[src/carry_sub_alu_defines.svh]
/*
 Register offsets, flag bit positions and reset values of the carry
 subtract / increment / decrement / clear datapath.
 Assumes inclusion by bare name from the datapath module and the testbench.
*/
`ifndef CARRY_SUB_ALU_DEFINES_SVH
`define CARRY_SUB_ALU_DEFINES_SVH

// ************************************************************
// Register byte offsets (Wishbone, one 32-bit word each)
// ************************************************************
`define ALU_ADR_W 4
`define ALU_OFS_ACC 4'h0
`define ALU_OFS_FLAGS 4'h4
`define ALU_OFS_CTRL 4'h8
`define ALU_OFS_STATUS 4'hC

// ************************************************************
// Flag register fields
// ************************************************************
`define FLAG_ZERO 0
`define FLAG_BORROW 1
`define FLAG_HALF 2
`define FLAG_OVF 3
`define FLAG_W 4

// ************************************************************
// Control and status fields
// ************************************************************
`define CTRL_EN_BIT 0
`define STAT_BUSY_BIT 0
`define STAT_CNT_LSB 8
`define STAT_CNT_MSB 15

// ************************************************************
// Reset values
// ************************************************************
`define RST_ACC 8'h00
`define RST_FLAGS 4'h0
`define RST_CTRL_EN 1'b1
`define RST_CNT 8'h00

`endif

[src/carry_sub_alu_pkg.sv]
/*
 Types shared by the datapath and its bench: operation codes and
 sequencer states.
 Assumes carry_sub_alu_defines.svh is reachable on the include path.
*/
package carry_sub_alu_pkg;

  // Operation selected by the instruction decoder
  typedef enum logic [2:0] {
    OP_SUBC_ACC = 3'h0,
    OP_SUBC_MEM = 3'h1,
    OP_INC_MEM = 3'h2,
    OP_DEC_MEM = 3'h3,
    OP_CLR_MEM = 3'h4
  } aluOp_t;

  // Gray along idle -> fetch -> calc -> write -> idle
  typedef enum logic [1:0] {
    ST_IDLE = 2'b00,
    ST_FETCH = 2'b01,
    ST_CALC = 2'b11,
    ST_WRITE = 2'b10
  } aluState_t;

endpackage

[src/carry_sub_alu.sv]
/*
 Execution datapath for subtract-carry (accumulator or memory), memory
 increment, memory decrement and memory clear, with the four arithmetic
 flags, the accumulator and a Wishbone classic register slave.
 Assumes one clock domain shared with the decoder and a data memory that
 returns read data one clock after a read strobe.
*/
// The implementer's own choices: the Wishbone interface to the registers and the address map.
`include "carry_sub_alu_defines.svh"
`timescale 1ns/100ps
`default_nettype none

module carry_sub_alu
  import carry_sub_alu_pkg::*;
#(
  parameter int MEM_ADR_W = 8
) (
  input wire logic clk_sys,
  input wire logic reset_n,
  // Decoder request
  input wire logic cmdValid,
  input wire logic [2:0] cmdOp,
  input wire logic [MEM_ADR_W-1:0] cmdAddr,
  output logic cmdReady,
  output logic cmdDone,
  // Data memory
  output logic memRdEn,
  output logic memWrEn,
  output logic [MEM_ADR_W-1:0] memAddr,
  output logic [7:0] memWrData,
  input wire logic [7:0] memRdData,
  // Core state
  output logic [7:0] accOut,
  output logic zeroFlag,
  output logic borrowBit,
  output logic half_borrow_bit,
  output logic signed_range_error_flag,
  // Wishbone classic slave
  input wire logic wb_cyc_i,
  input wire logic wb_stb_i,
  input wire logic wb_we_i,
  input wire logic [`ALU_ADR_W-1:0] wb_adr_i,
  input wire logic [3:0] wb_sel_i,
  input wire logic [31:0] wb_dat_i,
  output logic [31:0] wb_dat_o,
  output logic wb_ack_o
);

  // ************************************************************
  // Declarations
  // ************************************************************
  // Sequencer and operand registers
  aluState_t state_ff;
  aluState_t nxt_state;
  aluOp_t op_ff;
  logic [MEM_ADR_W-1:0] addr_ff;
  logic [7:0] acc_ff;
  logic [`FLAG_W-1:0] flags_ff;
  logic enable_ff;
  logic [7:0] doneCnt_ff;

  // Registered outputs and bus state
  logic memRdEn_ff;
  logic memWrEn_ff;
  logic [7:0] memWrData_ff;
  logic done_ff;
  logic ack_ff;
  logic [31:0] rdData_ff;

  // Combinational decode and arithmetic
  logic take;
  logic busWrite;
  logic busRead;
  logic [7:0] opnd;
  logic [7:0] subtr;
  logic isAdd;
  logic [8:0] wide;
  logic [4:0] nib;
  logic [7:0] res;
  logic [`FLAG_W-1:0] newFlags;
  logic calcDone;

  // ************************************************************
  // Request acceptance and sequencing
  // ************************************************************
  // Combinational ready lets the decoder see a refusal in the same cycle
  assign cmdReady = (state_ff == ST_IDLE) && enable_ff;
  assign take = cmdValid && cmdReady;
  assign calcDone = (state_ff == ST_CALC);

  always_comb begin
    nxt_state = state_ff;
    unique case (state_ff)
      ST_IDLE: begin
        if (take) begin
          // Accumulator op reads no memory, so it skips the fetch cycle
          if (aluOp_t'(cmdOp) == OP_SUBC_ACC) begin
            nxt_state = ST_CALC;
          end else begin
            nxt_state = ST_FETCH;
          end
        end
      end
      // Every state but idle lasts exactly one cycle
      ST_FETCH: nxt_state = ST_CALC;
      ST_CALC: nxt_state = (op_ff == OP_SUBC_ACC) ? ST_IDLE : ST_WRITE;
      ST_WRITE: nxt_state = ST_IDLE;
    endcase
  end

  always_ff @(posedge clk_sys or negedge reset_n) begin
    if (!reset_n) begin
      state_ff <= ST_IDLE;
    end else begin
      state_ff <= nxt_state;
    end
  end

  // Operands are captured at take; memAddr holds them until the next take
  always_ff @(posedge clk_sys or negedge reset_n) begin
    if (!reset_n) begin
      op_ff <= OP_SUBC_ACC;
      addr_ff <= '0;
    end else if (take) begin
      op_ff <= aluOp_t'(cmdOp);
      addr_ff <= cmdAddr;
    end
  end

  // ************************************************************
  // Arithmetic
  // ************************************************************
  always_comb begin
    opnd = (op_ff == OP_SUBC_ACC) ? acc_ff : memRdData;
    // Increment is the only adding op; its carry-out lands in the borrow bit
    isAdd = (op_ff == OP_INC_MEM);
    unique case (op_ff)
      OP_SUBC_ACC, OP_SUBC_MEM: subtr = {7'h00, flags_ff[`FLAG_BORROW]};
      OP_INC_MEM, OP_DEC_MEM: subtr = 8'h01;
      default: subtr = 8'h00;
    endcase
    // Nibble path yields the half-borrow or half-carry out of bit 3
    if (isAdd) begin
      wide = {1'b0, opnd} + {1'b0, subtr};
      nib = {1'b0, opnd[3:0]} + {1'b0, subtr[3:0]};
    end else begin
      wide = {1'b0, opnd} - {1'b0, subtr};
      nib = {1'b0, opnd[3:0]} - {1'b0, subtr[3:0]};
    end
    res = (op_ff == OP_CLR_MEM) ? 8'h00 : wide[7:0];
    // Zero tests the raw result; clear never loads the flags
    newFlags[`FLAG_ZERO] = (wide[7:0] == 8'h00);
    newFlags[`FLAG_BORROW] = wide[8];
    newFlags[`FLAG_HALF] = nib[4];
    // Overflow: operand signs alike for add, unlike for subtract, result sign flipped
    newFlags[`FLAG_OVF] = (isAdd ? ~(opnd[7] ^ subtr[7]) : (opnd[7] ^ subtr[7]))
      & (opnd[7] ^ wide[7]);
  end

  // ************************************************************
  // Bus decode
  // ************************************************************
  // A strobe held through its ack cycle starts no second access
  assign busWrite = wb_cyc_i && wb_stb_i && wb_we_i && !ack_ff;
  assign busRead = wb_cyc_i && wb_stb_i && !wb_we_i && !ack_ff;

  // ************************************************************
  // Accumulator and flags
  // ************************************************************

  // Datapath result wins over a bus write in the same cycle
  always_ff @(posedge clk_sys or negedge reset_n) begin
    if (!reset_n) begin
      acc_ff <= `RST_ACC;
    end else if (calcDone && op_ff == OP_SUBC_ACC) begin
      acc_ff <= res;
    end else if (busWrite && wb_adr_i == `ALU_OFS_ACC && wb_sel_i[0]) begin
      acc_ff <= wb_dat_i[7:0];
    end
  end

  // Clear leaves the flags as they were
  always_ff @(posedge clk_sys or negedge reset_n) begin
    if (!reset_n) begin
      flags_ff <= `RST_FLAGS;
    end else if (calcDone && op_ff != OP_CLR_MEM) begin
      flags_ff <= newFlags;
    end else if (busWrite && wb_adr_i == `ALU_OFS_FLAGS && wb_sel_i[0]) begin
      flags_ff <= wb_dat_i[`FLAG_W-1:0];
    end
  end

  // ************************************************************
  // Data memory port
  // ************************************************************
  // Read strobe stands in the fetch cycle; data must follow one cycle later
  always_ff @(posedge clk_sys or negedge reset_n) begin
    if (!reset_n) begin
      memRdEn_ff <= 1'b0;
    end else begin
      memRdEn_ff <= take && aluOp_t'(cmdOp) != OP_SUBC_ACC;
    end
  end

  // Write strobe, write data and done all stand in the write cycle
  always_ff @(posedge clk_sys or negedge reset_n) begin
    if (!reset_n) begin
      memWrEn_ff <= 1'b0;
      memWrData_ff <= 8'h00;
    end else begin
      memWrEn_ff <= calcDone && op_ff != OP_SUBC_ACC;
      if (calcDone && op_ff != OP_SUBC_ACC) begin
        memWrData_ff <= res;
      end
    end
  end

  // ************************************************************
  // Completion
  // ************************************************************
  always_ff @(posedge clk_sys or negedge reset_n) begin
    if (!reset_n) begin
      done_ff <= 1'b0;
    end else begin
      done_ff <= calcDone;
    end
  end

  // Counts every finished op, clear included; wraps at 8 bits
  always_ff @(posedge clk_sys or negedge reset_n) begin
    if (!reset_n) begin
      doneCnt_ff <= `RST_CNT;
    end else if (calcDone) begin
      doneCnt_ff <= doneCnt_ff + 8'h01;
    end
  end

  // ************************************************************
  // Outputs
  // ************************************************************
  assign memRdEn = memRdEn_ff;
  assign memWrEn = memWrEn_ff;
  assign memAddr = addr_ff;
  assign memWrData = memWrData_ff;
  assign cmdDone = done_ff;
  assign accOut = acc_ff;
  assign zeroFlag = flags_ff[`FLAG_ZERO];
  assign borrowBit = flags_ff[`FLAG_BORROW];
  assign half_borrow_bit = flags_ff[`FLAG_HALF];
  assign signed_range_error_flag = flags_ff[`FLAG_OVF];

  // ************************************************************
  // Wishbone slave
  // ************************************************************
  // Disabling holds off new takes only; an op in flight still finishes
  always_ff @(posedge clk_sys or negedge reset_n) begin
    if (!reset_n) begin
      enable_ff <= `RST_CTRL_EN;
    end else if (busWrite && wb_adr_i == `ALU_OFS_CTRL && wb_sel_i[0]) begin
      enable_ff <= wb_dat_i[`CTRL_EN_BIT];
    end
  end

  always_ff @(posedge clk_sys or negedge reset_n) begin
    if (!reset_n) begin
      ack_ff <= 1'b0;
    end else begin
      ack_ff <= wb_cyc_i && wb_stb_i && !ack_ff;
    end
  end

  always_ff @(posedge clk_sys or negedge reset_n) begin
    // Read data is taken at the access edge and stands through the ack cycle
    // Unmapped offsets read zero; writes to them are dropped
    if (!reset_n) begin
      rdData_ff <= 32'h0000_0000;
    end else if (busRead) begin
      rdData_ff <= 32'h0000_0000;
      unique case (wb_adr_i)
        `ALU_OFS_ACC: rdData_ff[7:0] <= acc_ff;
        `ALU_OFS_FLAGS: rdData_ff[`FLAG_W-1:0] <= flags_ff;
        `ALU_OFS_CTRL: rdData_ff[`CTRL_EN_BIT] <= enable_ff;
        `ALU_OFS_STATUS: begin
          rdData_ff[`STAT_BUSY_BIT] <= (state_ff != ST_IDLE);
          rdData_ff[`STAT_CNT_MSB:`STAT_CNT_LSB] <= doneCnt_ff;
        end
        default: rdData_ff <= 32'h0000_0000;
      endcase
    end
  end

  assign wb_ack_o = ack_ff;
  assign wb_dat_o = rdData_ff;

endmodule

`default_nettype wire

[config.mk]
export PLATFORM = sky130hd
export DESIGN_NAME = carry_sub_alu
export DESIGN_NICKNAME = d
export VERILOG_FILES = /design/src/carry_sub_alu_pkg.sv /design/src/carry_sub_alu.sv
export VERILOG_INCLUDE_DIRS = /design/src /design/src/src
export SDC_FILE = /design/constraint.sdc
export NUM_CORES = 1
export LEC_CHECK = 0
export BUFFER_PORTS_ARGS = -buffer_cell sky130_fd_sc_hd__buf_2
export CAP_MARGIN = 10
export CORE_ASPECT_RATIO = 1.1
export CORE_MARGIN = 2
export CORE_UTILIZATION = 53
export CTS_CLUSTER_SIZE = 14
export DETAILED_ROUTE_END_ITERATION = 8
export PLACE_DENSITY_LB_ADDON = 0.2
export RECOVER_POWER = 100
export SETUP_SLACK_MARGIN = 0.02
export SLEW_MARGIN = 0
export SYNTH_ARGS = -nofsm -noshare
export SYNTH_HDL_FRONTEND = slang
export SYNTH_SLANG_ARGS = --single-unit
[constraint.sdc]
create_clock -name clk_sys -period 6.1 [get_ports clk_sys]
set_input_delay 0.305 -clock clk_sys [delete_from_list [all_inputs] [get_ports clk_sys]]
set_output_delay 0.305 -clock clk_sys [all_outputs]
set_load 0.05 [all_outputs]
=== Word level (Yosys, flattened, before mapping) ===
Cells that the tools add are included.

* Mux-type cells: 18
* Reductions and logical operators: 32
* Add/subtract/negate cells: 5
* Equality and inequality tests: 12
* Bitwise operators: 4

{| class="wikitable"
|+ Operator list
! cell !! number
|-
| 8-bit 2-to-1 mux || 5
|-
| 1-bit logical AND || 18
|-
| 4-bit 2-to-1 mux || 3
|-
| 8-bit by 8-bit adder with 9-bit output || 1
|-
| 9-bit 2-to-1 mux || 1
|-
| 8-bit by 8-bit subtractor with 9-bit output || 1
|-
| 8-bit by 1-bit adder with 8-bit output, second input constant || 1
|-
| 4-bit == test, second input constant || 2
|-
| 8-bit logical NOT || 1
|-
| 2-bit case mux with 4 select lines || 1
|-
| 3-bit by 2-bit == test with 1-bit output, second input constant || 2
|-
| 3-bit logical NOT || 2
|-
| 2-bit 2-to-1 mux || 3
|-
| 3-bit case mux with 2 select lines || 1
|-
| 2-bit nonzero test || 3
|-
| 3-bit nonzero test || 2
|-
| 4-bit by 4-bit adder with 5-bit output || 1
|-
| 5-bit 2-to-1 mux || 1
|-
| 4-bit by 4-bit subtractor with 5-bit output || 1
|-
| 2-bit == test, second input constant || 2
|-
| 4-bit by 3-bit == test with 1-bit output, second input constant || 1
|-
| 4-bit logical NOT || 1
|-
| 1-bit case mux with 4 select lines || 1
|-
| 2-bit OR reduction || 2
|-
| other kinds (13) || 14
|}

* Register bits after elaboration: 62
* Logic and storage cells: 84
* Output and inout bits: 65
* Bits of input ports: 65

=== Depth between registers and ports, before layout ===
Gate-level depths: netlist of the first run.

* Word-level depth: 8
* Gate-level depth with buffers: 12
* Mapped depth without buffers: 10

=== Least setup slack after synthesis of the first run ===
OpenSTA, ideal clock, no wires.

* Kind: reg-to-reg
* Start point: register op_ff[1]
* End point: register flags_ff[0]
* Path slack: 3161 ps
* Period minus slack after synthesis: 2939 ps
* Arrival time: 2875 ps
* Cell stages (with the launch flop): 11
* Buffers on the path: 2
* Cells stage by stage: dfrtp_1 -> buf_4 -> nor3_2 -> buf_2 -> mux2_2 -> ha_1 -> fa_1 -> xor2_1 -> or4_1 -> nor4_1 -> a31o_2

* Word-level cells in the longest chain between the ends: 7
* Elaborated cells on any way between the ends: 16

{| class="wikitable"
|+ Ends and longest elaborated chain
! element !! RTL line !! source
|-
| start, declared || carry_sub_alu.sv:55 || <nowiki>aluOp_t op_ff;</nowiki>
|-
| start signal, assigned || carry_sub_alu.sv:125 || <nowiki>op_ff <= aluOp_t'(cmdOp);</nowiki>
|-
| 3-bit by 2-bit == test with 1-bit output (tied with other cells) || carry_sub_alu.sv:136, carry_sub_alu.sv:137 ||
|-
| 2-bit OR reduction || carry_sub_alu.sv:137 || <nowiki>unique case (op_ff)</nowiki>
|-
| 1-bit case mux with 2 select lines || carry_sub_alu.sv:137 ||
|-
| 8-bit by 8-bit subtractor with 9-bit output or 8-bit by 8-bit adder with 9-bit output (tied branches) || carry_sub_alu.sv:147, carry_sub_alu.sv:144 ||
|-
| 9-bit 2-to-1 mux || carry_sub_alu.sv:143 || <nowiki>if (isAdd) begin</nowiki>
|-
| 8-bit logical NOT || carry_sub_alu.sv:152 || <nowiki>newFlags[`FLAG_ZERO] = (wide[7:0] == 8'h00);</nowiki>
|-
| 4-bit 2-to-1 mux || carry_sub_alu.sv:186 || <nowiki>end else if (calcDone && op_ff != OP_CLR_MEM) begin</nowiki>
|-
| end signal, assigned || carry_sub_alu.sv:185 || <nowiki>flags_ff <= `RST_FLAGS;</nowiki>
|-
| end signal, assigned || carry_sub_alu.sv:187 || <nowiki>flags_ff <= newFlags;</nowiki>
|-
| end signal, assigned || carry_sub_alu.sv:189 || <nowiki>flags_ff <= wb_dat_i[`FLAG_W-1:0];</nowiki>
|-
| end, declared || carry_sub_alu.sv:58 || <nowiki>logic [`FLAG_W-1:0] flags_ff;</nowiki>
|}

Parallel ways exist; a longest one is shown, timed or not.
A chain may end at the register's enable or synchronous reset.

=== Worst setup path after layout of the first run ===
Ends and elaborated chain as after synthesis.

==> out/results.ini, run 1 <==
[outcome]
status = finished, violations left
violations = max-capacitance violations, max-slew violations

[placement]
dpl.cell_count = 463
gp_congestion = 0.8122
place_area_um2 = 3674
dp_slack_ps = 3023
place_hpwl_um = 5354
numPortBuffers = 86

[routing]
dr.pass1.iters = 4
vias_per_cell = 5.171
ant_nets = 0
drt-total-wl_um = 7166
wl_per_cell_um = 14.96
vias = 2477
drt-initial-drc-count = 124
drc = 0

[synth]
yosysSeqAreaShare_pct = 47.46
synth_area_um2 = 3272
syn_inst = 309
ys_seq_elements = 62
async_flop_share_pct = 100.0
synth_flop_cell = dfrtp_1
syn_area_per_cell_um2 = 10.59
synth_cell_types = 52
synth_edf_count = 0
synth_warnings = 0

[final_layout]
design_area_um2 = 3790
fin_nets = 467
fillers = 554
final_layout_size_suffix_gt1_share_pct = 19.80
antennaDiodeCount = 0
areaGrowthSynthToFinish_pct = 15.83
stdcell_count = 479

[die]
fp.dieArea_um2 = 6819
initial_utilization_pct = 53.81
die_w_um = 78.92
die_height_um = 86.41
coreArea_um2 = 6081
rows = 30
io_pins = 130

[setup_path]
slowest_stage = clkbuf_1
critPathBufInv = 2
max_stage_delay_ps = 540
cp.arrival_ps = 3730
path_cells = nor3_1 > clkbuf_1 > mux2_2 > ha_1 > fa_1 > nand3_1 > nand2_1 > a31oi_1 > xor2_1 > inv_1 > a31o_2
startpoint_type = flip-flop
path_class = flip-flop to flip-flop
crit_path_end_kind = flip-flop
crit_family = buffers and inverters
cp_max_fo = 12
cp_data_required_time_ps = 6330

[grt]
grt_max_degree = 63
grt_pass1_vias = 2387
antenna_found_initial = 0
grt_first_pass_wirelength_um = 11120
grtUsageTotal_pct = 21.14
overflow = 0

[clock_network]
clock_sinks = 62
path_clk_slew_ps = 70
cts_root_buf = clkbuf_8
h-tree-depth = 3
cts_tree = yes
post-cts-setup-buffers = 0
cts_resized = 0
clock_latency_ps = 340
cts_hold_buf = 0
cts_made_buffers = 9
clock_path_buffers = 2

[timing]
grt_setup_unrepaired = no
finalCriticalPeriod_ps = 3493
post-route-period-util_pct = 57.26
worst_slew_pin_slew_ps = 3280
hold_violations = 0
fmax_ghz = 0.2863
maxSlewHeadroom_pct = -118.7
slew_viol_final = 63
layout_setup_ws_ps = 2607
clock_skew_ps = 5.642
setup_violations = 0
finalSetupTns_ps = 0

[pwr]
p_leak_nw = 1.810
power_density_nw_per_um2 = 483.9
p_total_mw = 1.834
vdd_drop_max_mv = 0.2696

[run]
drv_cap = 1

[min_path]
hold_path_class = input port to flip-flop

==> layout make-up <==
cell class	count	area, um^2	share of cell area (%)
well taps	80	100.1	2.641
inverters	9	33.78	0.8914
clock buffers	12	155.1	4.094
clock inverters	4	45.04	1.189
multi-input cells	224	1526	40.28
flip-flops and latches	62	1553	40.97
repair buffers	88	376.6	9.937
==> layer usage <==
layer  wire length [um]  share of wire (%)  GRT usage [%]
met3                281                3.9          2.604
met5                  0                  0              0
met4                171                2.4          10.66
met2               3510                 49          35.20
met1               3203                 45          27.40
==> path summary, 6_finish.rpt <==
path | cells after the start | slack [ps] | startpoint | end
worst max register to register | 11 | 2610 | op_ff[1] | flags_ff[0]
min in group asynchronous | 2 | 1150 | reset_n | wb_dat_o[15]
worst max-delay path | 11 | 2610 | op_ff[1] | flags_ff[0]
worst min-delay path | 3 | 190 | cmdOp[2] | op_ff[2]
max in group asynchronous | 2 | 3090 | reset_n | memAddr[6]
worst min register to register | 2 | 480 | wb_dat_o[0] | wb_dat_o[0]
==> power by group <==
part | total [mW] | internal, mW | switching, mW
sequential | 0.606 | 0.505 | 0.101
clock | 0.361 | 0.209 | 0.152
combinational | 0.867 | 0.248 | 0.619
total | 1.83 | 0.962 | 0.872
==> stage by stage <==
step / util [%] / hold WS (ps)
after floorplan: - / 9.409
after global placement: 60.41 / 458.2
after detailed placement: 60.41 / 466.5
after CTS: 63.70 / 150.5
after global routing: 62.33 / 186.1
final: 62.33 / 187.5
==> synth_stat cells (2+ instances only) <==
library cell | n | area, um^2
nor3_1 | 5 | 25.02
nor2b_1 | 3 | 18.77
nand2_1 | 33 | 123.9
xor2_1 | 6 | 52.55
o21ai_2 | 3 | 26.28
a22o_1 | 14 | 122.6
nand2_2 | 2 | 12.51
buf_2 | 5 | 25.02
clkbuf_1 | 4 | 15.01
nand2b_1 | 2 | 12.51
buf_4 | 18 | 135.1
a22oi_1 | 2 | 15.01
nor2_2 | 2 | 12.51
dfrtp_1 | 61 | 1526
nor4_1 | 2 | 12.51
o21ai_0 | 12 | 60.06
nor2_1 | 16 | 60.06
o31ai_1 | 5 | 37.54
nand3_1 | 6 | 30.03
and3_1 | 2 | 12.51
mux2_2 | 19 | 214.0
inv_1 | 8 | 30.03
xnor2_1 | 10 | 87.58
a21oi_1 | 18 | 90.09
mux2i_1 | 16 | 160.2
nor3_4 | 2 | 32.53
ha_1 | 7 | 87.58
or4_1 | 2 | 15.01
==> state kept, by name (all words and copies together), names as in the netlist <==
name / flops
memRdEn: 1
state_ff: 2
op_ff: 3
wb_dat_o: 16
enable_ff: 1
memWrEn: 1
cmdDone: 1
wb_ack_o: 1
flags_ff: 4
accOut: 8
doneCnt_ff: 8
memAddr: 8
memWrData: 8
==> worst reg2reg max path, cell delays in order (launching register included) <==
cell	delay [ps]
dfrtp_1	490
nor3_1	220
clkbuf_1	540
mux2_2	420
ha_1	210
fa_1	400
nand3_1	80
nand2_1	110
a31oi_1	320
xor2_1	290
inv_1	100
a31o_2	210
==> cell families (layout without fill, tap and decap cells) <==
| kind of cell | count (synthesis) | after routing | synth area share, % |
|---|---|---|---|
| simple gates | 85 | 85 | 13.08 |
| compound gates | 64 | 64 | 13.19 |
| flops | 62 | 62 | 47.46 |
| buf+inv | 38 | 113 | 7.151 |
| mux | 35 | 35 | 11.43 |
| xor+xnor | 16 | 16 | 4.283 |
| fa+ha+maj | 8 | 8 | 3.289 |
| other cells | 1 | 16 | 0.1146 |
==> placed cells by master (no fill, tap or decap), types with 7 or more instances in the layout <==
master     n
a21oi_1   18
a22o_1    14
buf_2     37
clkbuf_1  52
clkbuf_8  11
conb_1    16
dfrtp_1   61
ha_1       7
inv_1      8
mux2_2    18
mux2i_1   16
nand2_1   34
nor2_1    16
o21ai_0   14
xnor2_1   10
(Power assumes the default switching activity.)
==> run 2: changes to the inputs <==
--- a/config.mk
+++ b/config.mk
@@ -10,7 +10,7 @@
 export CAP_MARGIN = 10
 export CORE_ASPECT_RATIO = 1.1
 export CORE_MARGIN = 2
-export CORE_UTILIZATION = 53
+export CORE_UTILIZATION = 49
 export CTS_CLUSTER_SIZE = 14
 export DETAILED_ROUTE_END_ITERATION = 8
 export PLACE_DENSITY_LB_ADDON = 0.2
==> constraint.sdc (replaced) <==
create_clock -name clk_sys -period 3.46 [get_ports clk_sys]
set_input_delay 0.173 -clock clk_sys [delete_from_list [all_inputs] [get_ports clk_sys]]
set_output_delay 0.173 -clock clk_sys [all_outputs]
set_load 0.05 [all_outputs]
==> out/results.ini, run 2 (synthesis results as in run 1) <==
[outcome]
status = finished, violations left  ; unchanged
violations = max-capacitance violations, max-slew violations  ; unchanged

[pwr]
p_leak_nw = 1.835  ; was 1.810 nW
pwr-share-comb_pct = 49.2  ; was 47.3%
p_sw_mw = 1.551  ; was 0.8718 mW
vdd_drop_max_mv = 0.4727  ; was 0.2696 mV
p_int_mw = 1.732  ; was 0.9619 mW
power_density_nw_per_um2 = 855.3  ; was 483.9 nW/um^2
clockPowerShare_pct = 19.4  ; was 19.7%
netSwitchingFraction_pct = 47.24  ; was 47.54%
power_frac_seq_pct = 31.4  ; was 33.0%

[clock_network]
clock_sinks = 62  ; unchanged
cts_resized = 0  ; unchanged
clock_latency_ps = 330  ; was 340 ps
cts_hold_buf = 0  ; unchanged
cts_root_buf = clkbuf_8  ; unchanged
path_clk_slew_ps = 70  ; about the same
cts_tree = yes  ; unchanged
clock_path_buffers = 2  ; unchanged
post-cts-setup-buffers = 0  ; unchanged
cts_made_buffers = 9  ; unchanged
h-tree-depth = 3  ; unchanged

[placement]
place_hpwl_um = 5660  ; was 5354 um
dp_slack_ps = 347.5  ; was 3023 ps
gp_congestion = 0.8897  ; was 0.8122
numPortBuffers = 86  ; unchanged

[timing]
layout_setup_ws_ps = 367.4  ; was 2607 ps
slew_viol_final = 44  ; was 63
maxSlewHeadroom_pct = -50.79  ; was -118.7%
fmax_ghz = 0.3234  ; was 0.2863 GHz
setup_violations = 0  ; unchanged
clock_skew_ps = 6.678  ; was 5.642 ps
finalSetupTns_ps = 0  ; unchanged
worst_slew_pin_slew_ps = 2262  ; was 3280 ps
finalCriticalPeriod_ps = 3093  ; was 3493 ps
grt_setup_unrepaired = no  ; unchanged
post-route-period-util_pct = 89.38  ; was 57.26%
hold_violations = 0  ; unchanged

[final_layout]
areaGrowthSynthToFinish_pct = 17.28  ; was 15.83%
fin_nets = 472  ; was 467
final_layout_size_suffix_gt1_share_pct = 21.04  ; was 19.80%
layout_common_cells = dfrtp_1 (61), clkbuf_1 (53), buf_2 (36)  ; was dfrtp_1 (61), clkbuf_1 (52), buf_2 (37)
antennaDiodeCount = 0  ; unchanged
largest_reg_flops = 16  ; unchanged
final_common_cell = dfrtp_1  ; unchanged
fillers = 637  ; was 554

[routing]
ant_nets = 0  ; unchanged
drt-initial-drc-count = 93  ; was 124
wl_per_cell_um = 15.31  ; was 14.96 um
vias = 2534  ; was 2477
drc = 0  ; unchanged
drt-total-wl_um = 7439  ; was 7166 um
dr.pass1.iters = 4  ; unchanged
vias_per_cell = 5.214  ; was 5.171

[setup_path]
crit_path_end_kind = flip-flop  ; unchanged
path_class = flip-flop to flip-flop  ; unchanged
cp_data_required_time_ps = 3700  ; was 6330 ps
startpoint_type = flip-flop  ; unchanged
cp.arrival_ps = 3330  ; was 3730 ps
cp_max_fo = 8  ; was 12

[die]
io_pins = 130  ; unchanged
fp.dieArea_um2 = 7348  ; was 6819 um^2
coreArea_um2 = 6516  ; was 6081 um^2
die_w_um = 81.91  ; was 78.92 um
initial_utilization_pct = 50.21  ; was 53.81%
rows = 31  ; was 30
die_height_um = 89.71  ; was 86.41 um

[run]
drv_cap = 1  ; unchanged

[grt]
grt_pass1_vias = 2375  ; was 2387
grt_first_pass_wirelength_um = 11540  ; was 11120 um
grtUsageTotal_pct = 20.38  ; was 21.14%
overflow = 0  ; unchanged
grt_max_degree = 44  ; was 63
antenna_found_initial = 0  ; unchanged

[min_path]
hold_path_class = input port to flip-flop  ; unchanged

## run 2: stage by stage
step                      hold WS, ps  power, mW  cell area (um^2)  util [%]  cells
after floorplan                -122.6      2.300              3328         -    324
after global placement          362.8      2.671              3714     56.99    470
after detailed placement        367.2      2.702              3714     56.99    470
after CTS                       6.188      3.342              3914     60.06    486
after global routing            53.50      3.477              3837     58.89    486
final                           65.24      3.282              3837     58.89    486
## run 2: path summary, 6_finish.rpt
check | startpoint | to | slack [ps] | depth (start not counted)
min in group asynchronous | reset_n | wb_dat_o[15] | 500 | 1
hold / removal | cmdOp[0] | op_ff[0] | 70 | 3
max in group asynchronous | reset_n | wb_dat_o[2] | 1050 | 2
setup reg to reg | op_ff[1] | flags_ff[3] | 370 | 10
hold reg to reg | state_ff[1] | state_ff[0] | 480 | 1
setup / recovery | op_ff[1] | flags_ff[3] | 370 | 10
## run 2: critical path, stage by stage (launching register included)
cell and delay (ps):
dfrtp_1 390, nor3_2 440, buf_4 260, mux2_2 340, ha_1 310, inv_1 100, o21bai_1 90, o21ai_0 210
a21oi_1 160, or4_1 500, a22oi_1 200
## run 2: routing by layer
| layer | track usage [%] | vias to the layer above | wire length, um |
|---|---|---|---|
| li1 | - | 1234 | - |
| met1 | 27.60 | 1225 | 3262 |
| met2 | 32.52 | 65 | 3752 |
| met3 | 4.418 | 10 | 314 |
| met4 | 6.111 | 0 | 110 |
| met5 | 0 | - | 0 |
## run 2: cell type report
type                       instances  area, um^2  share of cell area, %
inverter                           9       33.78                 0.8803
tap                               82       102.6                  2.674
clock inverter                     4       45.04                  1.174
multi-input combinational        224        1535                  40.01
clock buffer                      12       155.1                  4.043
timing repair buffer              93       412.9                  10.76
sequential                        62        1553                  40.46
## run 2: power by group through the flow
stage,clock network (mW),logic [mW],registers [mW]
global route,0.683,1.74,1.05
floorplan,0,0.826,1.47
CTS,0.648,1.67,1.03
global placement,0,1.64,1.03
detailed placement,0,1.66,1.04
finish,0.635,1.62,1.03
==> run 3: changes to the inputs <==
==> constraint.sdc (replaced) <==
create_clock -name clk_sys -period 3 [get_ports clk_sys]
set_input_delay 0.15 -clock clk_sys [delete_from_list [all_inputs] [get_ports clk_sys]]
set_output_delay 0.15 -clock clk_sys [all_outputs]
set_load 0.05 [all_outputs]
==> out/results.ini, run 3 (synthesis results as in run 1) <==
[outcome]
status = finished, final reports clean  ; was finished, violations left

[run]
drv_cap = 0  ; was 1

[clock_network]
h-tree-depth = 3  ; unchanged
cts_tree = yes  ; unchanged
clock_sinks = 62  ; unchanged
clock_latency_ps = 330  ; about the same
cts_made_buffers = 9  ; unchanged
path_clk_slew_ps = 60  ; was 70 ps
cts_root_buf = clkbuf_8  ; unchanged
post-cts-setup-buffers = 0  ; unchanged
clock_path_buffers = 2  ; unchanged

[timing]
slew_viol_final = 0  ; was 44
fmax_ghz = 0.3559  ; was 0.3234 GHz
timing.hold.ws_ps = 51.42  ; was 65.24 ps
worst_slew_pin_slew_ps = 1125  ; was 2262 ps
maxSlewHeadroom_pct = 25.02  ; was -50.79%
finalSetupTns_ps = 0  ; unchanged
setup_violations = 0  ; unchanged
hold_violations = 0  ; unchanged
finalCriticalPeriod_ps = 2810  ; was 3093 ps
layout_setup_ws_ps = 190.3  ; was 367.4 ps
post-route-period-util_pct = 93.66  ; was 89.38%
grt_setup_unrepaired = no  ; unchanged
clock_skew_ps = 7.086  ; was 6.678 ps

[routing]
met2WireLength_um = 3792  ; was 3752 um
dr_wl_met3_um = 318  ; was 314 um
dr.pass1.iters = 4  ; unchanged
vias_per_cell = 5.204  ; was 5.214
wl_met1_um = 3179  ; was 3262 um
drc = 0  ; unchanged
drt-total-wl_um = 7393  ; was 7439 um
wl_per_cell_um = 15.06  ; was 15.31 um
ant_nets = 0  ; unchanged
top_layer_used = met4  ; unchanged
vias = 2555  ; was 2534
drt-initial-drc-count = 120  ; was 93

[final_layout]
antennaDiodeCount = 0  ; unchanged
final_core_util_pct = 60.06  ; was 58.89%
layout_common_cells = dfrtp_1 (61), clkbuf_1 (54), buf_2 (36)  ; was dfrtp_1 (61), clkbuf_1 (53), buf_2 (36)
final_layout_size_suffix_gt1_share_pct = 21.52  ; was 21.04%
largest_reg_flops = 16  ; unchanged
fin_nets = 477  ; was 472
fillers = 613  ; was 637
final_common_cell = dfrtp_1  ; unchanged
areaGrowthSynthToFinish_pct = 19.62  ; was 17.28%

[die]
fp.dieArea_um2 = 7348  ; unchanged
coreArea_um2 = 6516  ; unchanged
die_w_um = 81.91  ; unchanged
rows = 31  ; unchanged
initial_utilization_pct = 50.21  ; unchanged
io_pins = 130  ; unchanged
die_height_um = 89.71  ; unchanged

[grt]
grtUsageTotal_pct = 21.26  ; was 20.38%
grt_pass1_vias = 2466  ; was 2375
grt_first_pass_wirelength_um = 11960  ; was 11540 um
grt_max_degree = 46  ; was 44
overflow = 0  ; unchanged
antenna_found_initial = 0  ; unchanged

[setup_path]
r2r_slack_ps = 190  ; was 370 ps
cp_data_required_time_ps = 3260  ; was 3700 ps
r2r_start = op_ff[1]  ; unchanged
reg2reg_to = flags_ff[0]  ; was flags_ff[3]
cp.arrival_ps = 3070  ; was 3330 ps
critical_path.endpoint = flags_ff[0]  ; was flags_ff[3]
crit_path_end_kind = flip-flop  ; unchanged
cp_max_fo = 5  ; was 8
startpoint_type = flip-flop  ; unchanged
critPathLaunch = op_ff[1]  ; unchanged
rr_worst_depth = 8  ; was 10
path_class = flip-flop to flip-flop  ; unchanged

[placement]
gp_congestion = 0.8501  ; was 0.8897
numPortBuffers = 86  ; unchanged
place_hpwl_um = 5653  ; was 5660 um
dp_slack_ps = 99.33  ; was 347.5 ps

[pwr]
power_density_nw_per_um2 = 1006  ; was 855.3 nW/um^2
p_total_mw = 3.937  ; was 3.282 mW
p_leak_nw = 1.867  ; was 1.835 nW
vdd_drop_max_mv = 0.5039  ; was 0.4727 mV

[min_path]
hold_path_class = input port to flip-flop  ; unchanged

-- run 3: layer usage --
layer | GRT usage, % | vias up
met4 | 8.472 | 0
li1 | - | 1253
met3 | 3.614 | 6
met1 | 27.34 | 1232
met5 | 0 | -
met2 | 35.03 | 64
-- run 3: where the power goes --
group / total, mW / internal (mW) / switching (mW)
clock network: 0.844 / 0.535 / 0.309
logic: 1.90 / 0.584 / 1.31
registers: 1.20 / 1.03 / 0.168
total: 3.94 / 2.15 / 1.79
-- run 3: worst min-delay path by stage --
stage                     startpoint  slack (ps)           end  cells after the start
after floorplan              reset_n        -150     accOut[0]                      0
after global placement       reset_n          90  wb_dat_o[15]                      1
after detailed placement     reset_n         100  wb_dat_o[15]                      1
after CTS                 cmdAddr[1]          40    memAddr[1]                      2
after global routing      cmdAddr[3]          40    memAddr[3]                      2
final                     cmdAddr[3]          50    memAddr[3]                      2
-- run 3: timing repair --
item                                    4_1_cts  5_1_grt
hold buffers                                  1        0
hold endpoints to repair                     17        0
endpoints found under the setup margin        0        3
resized for setup                             0        3
-- run 3: worst max-delay path, cell delays in order, from the launching register on --
cell	delay, ps
dfrtp_1	400
nor3_4	240
buf_4	190
mux2_1	370
fa_1	430
xor2_1	180
or4_1	460
nor4_1	270
a31o_2	210
-- run 3: through the flow --
step,instances,cell area [um^2]
CTS,491,3988
global route,491,3914
floorplan,324,3328
detailed placement,474,3744
finish,491,3914
global placement,474,3744
-- run 3: area by class of cell --
cell class              count  area [um^2]  area share (%)
repair buffers             98        446.7           11.41
inverters                   9        33.78          0.8632
flip-flops and latches     62         1553           39.67
clock inverters             3        65.06           1.662
clock buffers              13        168.9           4.316
multi-input cells         224         1544           39.45
well taps                  82        102.6           2.621
